`src/pkg/hic_pkg.sv`:
```
// constants for the host i/o control and status block
package hic_pkg;

    // word bit 0 is the most significant bit, so word bit n sits at index 35 - n
    localparam int unsigned WORD_W = 36;
    localparam int unsigned WORD_MSB = 35;
    localparam int unsigned CNT_W = 12;
    localparam int unsigned CH_W = 3;

    // data-output word fields
    localparam int unsigned DO_IB_POS = WORD_MSB - 23;
    localparam int unsigned DO_CNT_MSB = WORD_MSB - 24;
    localparam int unsigned DO_CNT_LSB = WORD_MSB - 35;

    // condition status word fields
    localparam int unsigned ST_RM_POS = WORD_MSB - 20;
    localparam int unsigned ST_PWR_POS = WORD_MSB - 21;
    localparam int unsigned ST_FEDB_POS = WORD_MSB - 22;
    localparam int unsigned ST_MDB_POS = WORD_MSB - 26;
    localparam int unsigned ST_FEERR_POS = WORD_MSB - 27;
    localparam int unsigned ST_FEDN_POS = WORD_MSB - 29;
    localparam int unsigned ST_MDN_POS = WORD_MSB - 30;
    localparam int unsigned ST_MERR_POS = WORD_MSB - 31;
    localparam int unsigned ST_L0_POS = WORD_MSB - 32;
    localparam int unsigned ST_CH_MSB = WORD_MSB - 33;
    localparam int unsigned ST_CH_LSB = WORD_MSB - 35;
    localparam logic [35:0] ST_USED_MASK = 36'h0_0000_E37F;

    // condition write fields
    localparam int unsigned CO_FEDB_SET_POS = WORD_MSB - 22;
    localparam int unsigned CO_MDB_CLR_POS = WORD_MSB - 26;
    localparam int unsigned CO_FE_CLR_POS = WORD_MSB - 29;
    localparam int unsigned CO_MAIN_CLR_POS = WORD_MSB - 30;
    localparam int unsigned CO_LOAD_POS = WORD_MSB - 31;
    localparam int unsigned CO_L0_POS = WORD_MSB - 32;
    localparam int unsigned CO_CH_MSB = WORD_MSB - 33;
    localparam int unsigned CO_CH_LSB = WORD_MSB - 35;

    // values after reset
    localparam logic [11:0] CNT_RST = 12'h000;
    localparam logic [2:0] CH_RST = 3'h0;
    localparam logic L0_RST = 1'b0;
    localparam logic IB_RST = 1'b0;
    localparam logic [35:0] WORD_RST = 36'h0_0000_0000;

    typedef enum logic [2:0] {
        HIC_IDLE = 3'b001,
        HIC_MOVE = 3'b010,
        HIC_HOLD = 3'b100
    } hic_xfer_state_t;

endpackage

```
`src/hdl/hic_sync.sv`:
```
// two flip-flop synchroniser for pin inputs
`timescale 1ns/1ps
`default_nettype none
module hic_sync #(
    parameter int unsigned WIDTH = 1
) (
    input wire logic clk,
    input wire logic rst_n,
    input wire logic [WIDTH-1:0] async_in,
    output logic [WIDTH-1:0] sync_out
);
    logic [WIDTH-1:0] meta_reg;
    logic [WIDTH-1:0] sync_reg;

    always_ff @(posedge clk or negedge rst_n) begin
        if (!rst_n) begin
            meta_reg <= '0;
            sync_reg <= '0;
        end else begin
            meta_reg <= async_in;
            sync_reg <= meta_reg;
        end
    end

    assign sync_out = sync_reg;
endmodule
`default_nettype wire

```
`src/hdl/hic_count.sv`:
```
// negative byte counter for transfers toward the main processor
`timescale 1ns/1ps
`default_nettype none
module hic_count (
    input wire logic clk,
    input wire logic rst_n,
    input wire logic load,
    input wire logic [11:0] load_value,
    input wire logic step,
    output logic [11:0] count,
    output logic at_zero
);
    logic [11:0] count_reg;

    // counts up from minus n toward zero
    always_ff @(posedge clk or negedge rst_n) begin
        if (!rst_n) begin
            count_reg <= hic_pkg::CNT_RST;
        end else if (load) begin
            count_reg <= load_value;
        end else if (step && (count_reg != 12'h000)) begin
            count_reg <= 12'(count_reg + 12'h001);
        end
    end

    assign count = count_reg;
    assign at_zero = (count_reg == 12'h000);
endmodule
`default_nettype wire

```
`src/hdl/hic_top.sv`:
```
// host side i/o control and status registers with the to-ten byte count
`timescale 1ns/1ps
`default_nettype none
module hic_top (
    input wire logic clk,
    input wire logic rstn,
    input wire logic host_data_write,
    input wire logic host_condition_write,
    input wire logic host_condition_read,
    input wire logic [35:0] host_wdata,
    output logic [35:0] host_rdata,
    output logic host_rdata_valid,
    input wire logic restricted_mode_pin,
    input wire logic front_end_power_low_pin,
    input wire logic fe_doorbell_request,
    input wire logic fe_doorbell_taken,
    input wire logic tofe_done_event,
    input wire logic tofe_error_event,
    input wire logic xfer_fe_parity_error,
    input wire logic xfer_fe_timeout,
    input wire logic xfer_byte_req,
    output logic xfer_byte_ack,
    output logic xfer_active,
    output logic interrupt_main,
    output logic interrupt_front_end,
    output logic front_end_doorbell_pending,
    output logic [2:0] pi_channel,
    output logic level_zero_effective
);
    logic rst_meta_reg;
    logic rst_n;
    logic restricted_mode_flag;
    logic front_end_power_fail;
    logic [1:0] pin_sync;
    hic_pkg::hic_xfer_state_t state_reg;
    hic_pkg::hic_xfer_state_t state_next;
    logic to_ten_interrupt_both_flag;
    logic main_doorbell_pending;
    logic toward_front_end_error;
    logic toward_front_end_done;
    logic toward_main_done;
    logic toward_main_error;
    logic level_zero_enable;
    logic [2:0] channel_reg;
    logic level_zero_eff_reg;
    logic [35:0] rdata_reg;
    logic rdata_valid_reg;
    logic int_main_reg;
    logic int_fe_reg;
    logic [35:0] status_word;
    logic [11:0] count;
    logic at_zero;
    logic step;
    logic err_in;
    logic err_term;
    logic done_term;
    logic clear_toward_main_flags;
    logic channel_load_strobe;

    // reset release through two flip-flops
    always_ff @(posedge clk or negedge rstn) begin
        if (!rstn) begin
            rst_meta_reg <= 1'b0;
            rst_n <= 1'b0;
        end else begin
            rst_meta_reg <= 1'b1;
            rst_n <= rst_meta_reg;
        end
    end

    hic_sync #(
        .WIDTH(2)
    ) u_pin_sync (
        .clk(clk),
        .rst_n(rst_n),
        .async_in({restricted_mode_pin, front_end_power_low_pin}),
        .sync_out(pin_sync)
    );
    assign restricted_mode_flag = pin_sync[1];
    assign front_end_power_fail = pin_sync[0];

    hic_count u_count (
        .clk(clk),
        .rst_n(rst_n),
        .load(host_data_write),
        .load_value(host_wdata[hic_pkg::DO_CNT_MSB:hic_pkg::DO_CNT_LSB]),
        .step(step),
        .count(count),
        .at_zero(at_zero)
    );

    assign err_in = xfer_fe_parity_error | xfer_fe_timeout;
    assign clear_toward_main_flags = host_condition_write
        && host_wdata[hic_pkg::CO_MAIN_CLR_POS];
    assign channel_load_strobe = host_condition_write && host_wdata[hic_pkg::CO_LOAD_POS];

    // no byte moves while the front end lacks power
    assign xfer_byte_ack = (state_reg == hic_pkg::HIC_MOVE) && !at_zero
        && !front_end_power_fail && !err_in && !host_data_write;
    assign step = xfer_byte_req && xfer_byte_ack;
    assign err_term = (state_reg != hic_pkg::HIC_IDLE) && !host_data_write && err_in;
    assign done_term = (state_reg == hic_pkg::HIC_MOVE) && !host_data_write && !err_in
        && at_zero && !front_end_power_fail;
    assign xfer_active = (state_reg != hic_pkg::HIC_IDLE);

    // transfer sequencing
    always_comb begin
        state_next = state_reg;
        case (state_reg)
            hic_pkg::HIC_IDLE: begin
                if (host_data_write) begin
                    state_next = hic_pkg::HIC_MOVE;
                end
            end
            hic_pkg::HIC_MOVE: begin
                if (host_data_write) begin
                    state_next = hic_pkg::HIC_MOVE; // reload for scatter read
                end else if (err_in || done_term) begin
                    state_next = hic_pkg::HIC_IDLE;
                end else if (front_end_power_fail) begin
                    state_next = hic_pkg::HIC_HOLD;
                end
            end
            hic_pkg::HIC_HOLD: begin
                if (host_data_write) begin
                    state_next = hic_pkg::HIC_MOVE;
                end else if (err_in) begin
                    state_next = hic_pkg::HIC_IDLE;
                end else if (!front_end_power_fail) begin
                    state_next = hic_pkg::HIC_MOVE;
                end
            end
            default: begin
                state_next = hic_pkg::HIC_IDLE;
            end
        endcase
    end

    always_ff @(posedge clk or negedge rst_n) begin
        if (!rst_n) begin
            state_reg <= hic_pkg::HIC_IDLE;
        end else begin
            state_reg <= state_next;
        end
    end

    // interrupt-both choice loads with the count
    always_ff @(posedge clk or negedge rst_n) begin
        if (!rst_n) begin
            to_ten_interrupt_both_flag <= hic_pkg::IB_RST;
        end else if (host_data_write) begin
            to_ten_interrupt_both_flag <= host_wdata[hic_pkg::DO_IB_POS];
        end
    end

    // termination interrupts; errors always reach both sides
    always_ff @(posedge clk or negedge rst_n) begin
        if (!rst_n) begin
            int_main_reg <= 1'b0;
            int_fe_reg <= 1'b0;
        end else begin
            int_main_reg <= done_term || err_term || fe_doorbell_request;
            int_fe_reg <= (done_term && to_ten_interrupt_both_flag) || err_term;
        end
    end

    // to-ten flags: a set in the clearing cycle wins
    always_ff @(posedge clk or negedge rst_n) begin
        if (!rst_n) begin
            toward_main_done <= 1'b0;
            toward_main_error <= 1'b0;
        end else begin
            if (done_term) begin
                toward_main_done <= 1'b1;
            end else if (clear_toward_main_flags) begin
                toward_main_done <= 1'b0;
            end
            if (err_term) begin
                toward_main_error <= 1'b1;
            end else if (clear_toward_main_flags) begin
                toward_main_error <= 1'b0;
            end
        end
    end

    // toward-front-end flags
    always_ff @(posedge clk or negedge rst_n) begin
        if (!rst_n) begin
            toward_front_end_done <= 1'b0;
            toward_front_end_error <= 1'b0;
        end else begin
            if (tofe_done_event && !tofe_error_event) begin
                toward_front_end_done <= 1'b1;
            end else if (host_condition_write && host_wdata[hic_pkg::CO_FE_CLR_POS]) begin
                toward_front_end_done <= 1'b0;
            end
            if (tofe_error_event) begin
                toward_front_end_error <= 1'b1;
            end else if (host_condition_write && host_wdata[hic_pkg::CO_FE_CLR_POS]) begin
                toward_front_end_error <= 1'b0;
            end
        end
    end

    // doorbells in both directions
    always_ff @(posedge clk or negedge rst_n) begin
        if (!rst_n) begin
            front_end_doorbell_pending <= 1'b0;
            main_doorbell_pending <= 1'b0;
        end else begin
            if (host_condition_write && host_wdata[hic_pkg::CO_FEDB_SET_POS]) begin
                front_end_doorbell_pending <= 1'b1;
            end else if (fe_doorbell_taken) begin
                front_end_doorbell_pending <= 1'b0;
            end
            if (fe_doorbell_request) begin
                main_doorbell_pending <= 1'b1;
            end else if (host_condition_write && host_wdata[hic_pkg::CO_MDB_CLR_POS]) begin
                main_doorbell_pending <= 1'b0;
            end
        end
    end

    // channel and level-zero enable
    always_ff @(posedge clk or negedge rst_n) begin
        if (!rst_n) begin
            channel_reg <= hic_pkg::CH_RST;
            level_zero_enable <= hic_pkg::L0_RST;
        end else if (channel_load_strobe) begin
            channel_reg <= host_wdata[hic_pkg::CO_CH_MSB:hic_pkg::CO_CH_LSB];
            level_zero_enable <= host_wdata[hic_pkg::CO_L0_POS];
        end
    end

    always_ff @(posedge clk or negedge rst_n) begin
        if (!rst_n) begin
            level_zero_eff_reg <= 1'b0;
        end else begin
            level_zero_eff_reg <= level_zero_enable || !restricted_mode_flag;
        end
    end

    // status word; every other bit reads zero
    always_comb begin
        status_word = hic_pkg::WORD_RST;
        status_word[hic_pkg::ST_RM_POS] = restricted_mode_flag;
        status_word[hic_pkg::ST_PWR_POS] = front_end_power_fail;
        status_word[hic_pkg::ST_FEDB_POS] = front_end_doorbell_pending;
        status_word[hic_pkg::ST_MDB_POS] = main_doorbell_pending;
        status_word[hic_pkg::ST_FEERR_POS] = toward_front_end_error;
        status_word[hic_pkg::ST_FEDN_POS] = toward_front_end_done;
        status_word[hic_pkg::ST_MDN_POS] = toward_main_done;
        status_word[hic_pkg::ST_MERR_POS] = toward_main_error;
        status_word[hic_pkg::ST_L0_POS] = level_zero_enable;
        status_word[hic_pkg::ST_CH_MSB:hic_pkg::ST_CH_LSB] = channel_reg;
    end

    always_ff @(posedge clk or negedge rst_n) begin
        if (!rst_n) begin
            rdata_reg <= hic_pkg::WORD_RST;
            rdata_valid_reg <= 1'b0;
        end else begin
            rdata_valid_reg <= host_condition_read;
            if (host_condition_read) begin
                rdata_reg <= status_word;
            end
        end
    end

    assign host_rdata = rdata_reg;
    assign host_rdata_valid = rdata_valid_reg;
    assign interrupt_main = int_main_reg;
    assign interrupt_front_end = int_fe_reg;
    assign pi_channel = channel_reg;
    assign level_zero_effective = level_zero_eff_reg;

    chk_ib_load: assert property (
        @(posedge clk) disable iff (!rst_n)
        host_data_write |=> to_ten_interrupt_both_flag == $past(host_wdata[hic_pkg::DO_IB_POS])
    ) else $error("interrupt-both flag not taken from write");

    chk_count_load: assert property (
        @(posedge clk) disable iff (!rst_n)
        host_data_write |=> (count == $past(host_wdata[11:0])) && xfer_active
    ) else $error("byte count not loaded whole");

    chk_norm_irq: assert property (
        @(posedge clk) disable iff (!rst_n)
        done_term |=> interrupt_main && (interrupt_front_end == $past(to_ten_interrupt_both_flag))
    ) else $error("normal termination interrupt wrong");

    chk_zero_count: assert property (
        @(posedge clk) disable iff (!rst_n)
        (host_data_write && host_wdata[11:0] == 12'h000 && !front_end_power_fail
            && !host_condition_write) ##1 (!host_data_write && !err_in && !front_end_power_fail)
        |-> !xfer_byte_ack ##1 toward_main_done
    ) else $error("zero count moved a byte or did not finish");

    chk_power_block: assert property (
        @(posedge clk) disable iff (!rst_n)
        front_end_power_fail |-> !xfer_byte_ack && !done_term
    ) else $error("transfer while front end lacks power");

    chk_status_mode: assert property (
        @(posedge clk) disable iff (!rst_n)
        host_condition_read |=> host_rdata[hic_pkg::ST_RM_POS] == $past(restricted_mode_flag)
    ) else $error("restricted mode bit misreported");

    chk_error_nodone: assert property (
        @(posedge clk) disable iff (!rst_n)
        err_term |=> toward_main_error && !$rose(toward_main_done)
    ) else $error("done set on error termination");

    chk_channel_hold: assert property (
        @(posedge clk) disable iff (!rst_n)
        !channel_load_strobe |=> $stable(pi_channel) && $stable(level_zero_enable)
    ) else $error("channel changed without load strobe");

    chk_clear_main: assert property (
        @(posedge clk) disable iff (!rst_n)
        clear_toward_main_flags && !done_term && !err_term |=> !toward_main_done
            && !toward_main_error
    ) else $error("to-ten flags not cleared");

    chk_priv_enable: assert property (
        @(posedge clk) disable iff (!rst_n)
        !restricted_mode_flag |=> level_zero_effective
    ) else $error("privileged front end not level-zero enabled");

    chk_reserved_zero: assert property (
        @(posedge clk) disable iff (!rst_n)
        host_rdata_valid |-> (host_rdata & ~hic_pkg::ST_USED_MASK) == 36'h0_0000_0000
    ) else $error("unused status bit read nonzero");
endmodule
`default_nettype wire

```
`config.mk`:
```
export PLATFORM = sky130hd
export DESIGN_NAME = hic_top
export DESIGN_NICKNAME = d
export VERILOG_FILES = /design/src/pkg/hic_pkg.sv /design/src/hdl/hic_sync.sv /design/src/hdl/hic_count.sv /design/src/hdl/hic_top.sv
export SDC_FILE = /design/constraint.sdc
export NUM_CORES = 1
export LEC_CHECK = 0
export ABC_AREA = 1
export BUFFER_PORTS_ARGS = -buffer_cell sky130_fd_sc_hd__buf_4
export CAP_MARGIN = 30
export CORE_MARGIN = 2
export CORE_UTILIZATION = 37
export DETAILED_ROUTE_END_ITERATION = 16
export PLACE_DENSITY = 0.6
export SETUP_SLACK_MARGIN = 0.05
export SYNTH_ARGS = -nofsm -noshare
export SYNTH_HDL_FRONTEND = slang
export SYNTH_HIERARCHICAL = 1
export SYNTH_SLANG_ARGS = --single-unit
```
`constraint.sdc`:
```
create_clock -name clk -period 2.2 [get_ports clk]
set_input_delay 0.33 -clock clk [delete_from_list [all_inputs] [get_ports clk]]
set_output_delay 0.33 -clock clk [all_outputs]
set_load 0.01 [all_outputs]
```
==> impl_metrics.tcl <==
set metrics [dict create \
    postSynthAreaPerCell_um2 8.60 \
    drv_cap 0 \
    std_cell_rows 30 \
    worst_setup_hold_path_clk_slew_ns 0.09 \
    cts.htree.levels 2 \
    detail_route.vias_per_cell 4.50 \
    critical_path_peak_fanout 2 \
    io_buffers 49 \
    status "finished clean" \
    place.detailed.hpwl_um 3960 \
    max-slew-margin-rel_pct 64.6 \
    synth-warning-count 6 \
    ys_seq_area_share_pct 46.0 \
    wl_per_cell_um 11.5 \
    routed-via-count 2071 \
    drtAntennaViolNets 0 \
    vdd.ir_drop.worst_uv 358 \
    syn-cell-area_um2 2620 \
    groute.layer.met1.usage_pct 17.9 \
    floorplan.die.height_um 88.1 \
    worst_skew_pair.late_latency_ns 0.31 \
    period_needed_ns 2.09 \
    report.power.total_uw 2310 \
    grt.busiest_layer "met2" \
    mostFrequentLayoutCell "nand2_1" \
    core_um2 6830 \
    hold_path_depth 1 \
    hold_start "restricted_mode_pin" \
    synthCells 304 \
    grt_use_met2_pct 22.2 \
    io-pin-count 96 \
    number_of_endpoints_failing_setup_at_the_final_stage 0 \
    timing.reg2reg.setup_slack_ns 0.25 \
    holdCritPathClass "in -> reg" \
    crit-reg2reg-launch "u_count/count[0]" \
    grt_util_all_layers_pct 13.5 \
    synth-seq-cells 48 \
    finalClockSkew_ns 0.00767 \
    max_freq_mhz 478 \
    netlist_top_cells_area "dfrtp_1, nand2_1, buf_4" \
    drt_iter0_markers 73 \
    initial_utilization_pct 38.3 \
    globalRoute.totalOverflow 0 \
    drive_gt1_share_pct 31.9 \
    worst_slew_pin_slew_ns 0.532 \
    yosysUniqueCellTypes 36 \
    gr-usage-met3_pct 3.20 \
    stdcell_count 460 \
    clk_root_buffer_cell "clkbuf_8" \
    crit-reg2reg-capture "u_count/count[4]" \
    clock_sink_count 48 \
    number_of_clock_buffers_inserted_by_tritoncts 5 \
    grt_setup_unrepaired "false" \
    drc 0 \
    routabilityCongestion 0.877 \
    path_class "reg -> out" \
    min_to "u_pin_sync/meta_reg[1]" \
    floorplan_die_width_um 88.1 \
    timing_hold_violations_final 0 \
    p_leak_uw 0.00157 \
    synth_largest_type_area_fraction_pct 45.0 \
    die_outline_area_um2 7760 \
    synthDominantAreaCellType "dfrtp_1" \
    cts.path.max_buffers 2 \
    power_density_nw_per_um2 724 \
    critPathLaunchType "flop" \
    first_pass_grt_wire_length_um 8180 \
    postSynth.topFlopCell "dfrtp_1" \
    tritoncts "done" \
    syn_to_final_growth_pct 21.7 \
    most-common-layout-cells "nand2_1, buf_4, dfrtp_1" \
    async_reset_ff_share_pct 100 \
    arrival_ns 1.76 \
    worstRegToRegCells 12 \
    antenna_found_initial 0 \
    grt_start_max_net_pins 26 \
    final.setup.tns_ns 0 \
    n_antenna_cell 0 \
    worstPathRequired_ns 1.87 \
    placed_cells_incl_taps 447 \
    number_of_flops_mapped_to_enable_cells_by_yosys 0 \
    wl_um 5310 \
    num-nets-final 415 \
    first_global_vias 1800 \
    cp-end-kind "primary output" \
    dr.pass1.iters 6 \
    min_period_over_period_pct 95.2 \
    timing.final.max_slew_violations 0 \
]
-- cells in the mapped netlist (2+ instances only) --
| cell | n |
|---|---|
| nand2_1 | 75 |
| dfrtp_1 | 47 |
| inv_1 | 26 |
| nand3_1 | 26 |
| buf_4 | 24 |
| nor2_1 | 22 |
| o21ai_2 | 8 |
| mux2_2 | 7 |
| nand4_1 | 7 |
| a21oi_1 | 6 |
| nor2_2 | 6 |
| nand2_2 | 5 |
| o21ai_0 | 5 |
| inv_2 | 4 |
| nand3_2 | 4 |
| buf_2 | 3 |
| mux2_1 | 3 |
| nor2_4 | 3 |
| buf_6 | 2 |
| conb_1 | 2 |
| ha_1 | 2 |
| nand2_4 | 2 |
| o21ai_1 | 2 |
-- routing by layer --
layer	part of all wire [%]	wire (um)
met5	0	0
met4	1.3	69
met3	3.9	206
met2	50	2640
met1	45	2390
-- logic make-up after synthesis --
kind of cell    Yosys count  synth area share (%)
simple gates            154                  28.5
buf+inv                  61                  12.9
flops                    48                  46.0
compound gates           24                  6.03
mux                      11                  4.69
fa+ha+maj                 2                 0.957
other cells               2                 0.287
xor+xnor                  2                 0.670
-- how the worst max path moves through the flow --
stage	from	end	cells after the start
finish	u_count/count[0]	xfer_byte_ack	9
global placement	u_count/count[1]	u_count/count[4]	12
global route	u_count/count[1]	xfer_byte_ack	9
CTS	u_count/count[1]	xfer_byte_ack	9
floorplan	u_count/count[0]	u_count/count[11]	13
detailed placement	u_count/count[1]	u_count/count[5]	12
-- what timing repair did --
| action | in CTS | in global routing |
|---|---|---|
| pin swaps | 1 | 1 |
| hold endpoints to repair | 2 | 0 |
| endpoints found under the setup margin | 1 | 1 |
| resized for setup | 1 | 8 |
| hold buffers | 1 | 0 |
| setup buffers | 2 | 2 |
-- final cells by class --
class                   instances  area [um2]
multi-input cells             218        1190
clock buffers                   6        82.6
fillers                       692        3650
inverters                      31         119
repair buffers                 59         458
flip-flops and latches         48        1200
well taps                      96         120
clock inverters                 2        13.8
-- per-stage QoR --
| stage | cell area [um2] | setup WS (ns) | hold WS [ns] | util (%) |
|---|---|---|---|---|
| after floorplan | 2700 | 0.241 | 0.0344 | - |
| after global placement | 3020 | 0.165 | 0.112 | 44.2 |
| after detailed placement | 3020 | 0.143 | 0.114 | 44.2 |
| after CTS | 3140 | 0.0841 | 0.119 | 46.0 |
| after global routing | 3180 | 0.0425 | 0.114 | 46.6 |
| final | 3180 | 0.106 | 0.125 | 46.6 |
-- critical path: stages, from the launching register on --
cell and delay [ns]:
dfrtp_1 0.40, inv_2 0.09, ha_4 0.13, nand3_2 0.09
or3_4 0.41, inv_4 0.07, nor2_4 0.04, nand2_2 0.06
nor2_2 0.04, buf_4 0.14
-- power by group --
| group | switching [uW] | total, uW | internal (uW) |
|---|---|---|---|
| Clock | 313 | 571 | 257 |
| Combinational | 339 | 620 | 280 |
| Sequential | 105 | 1110 | 1010 |
No activity file was read; power rests on OpenSTA's default activity.
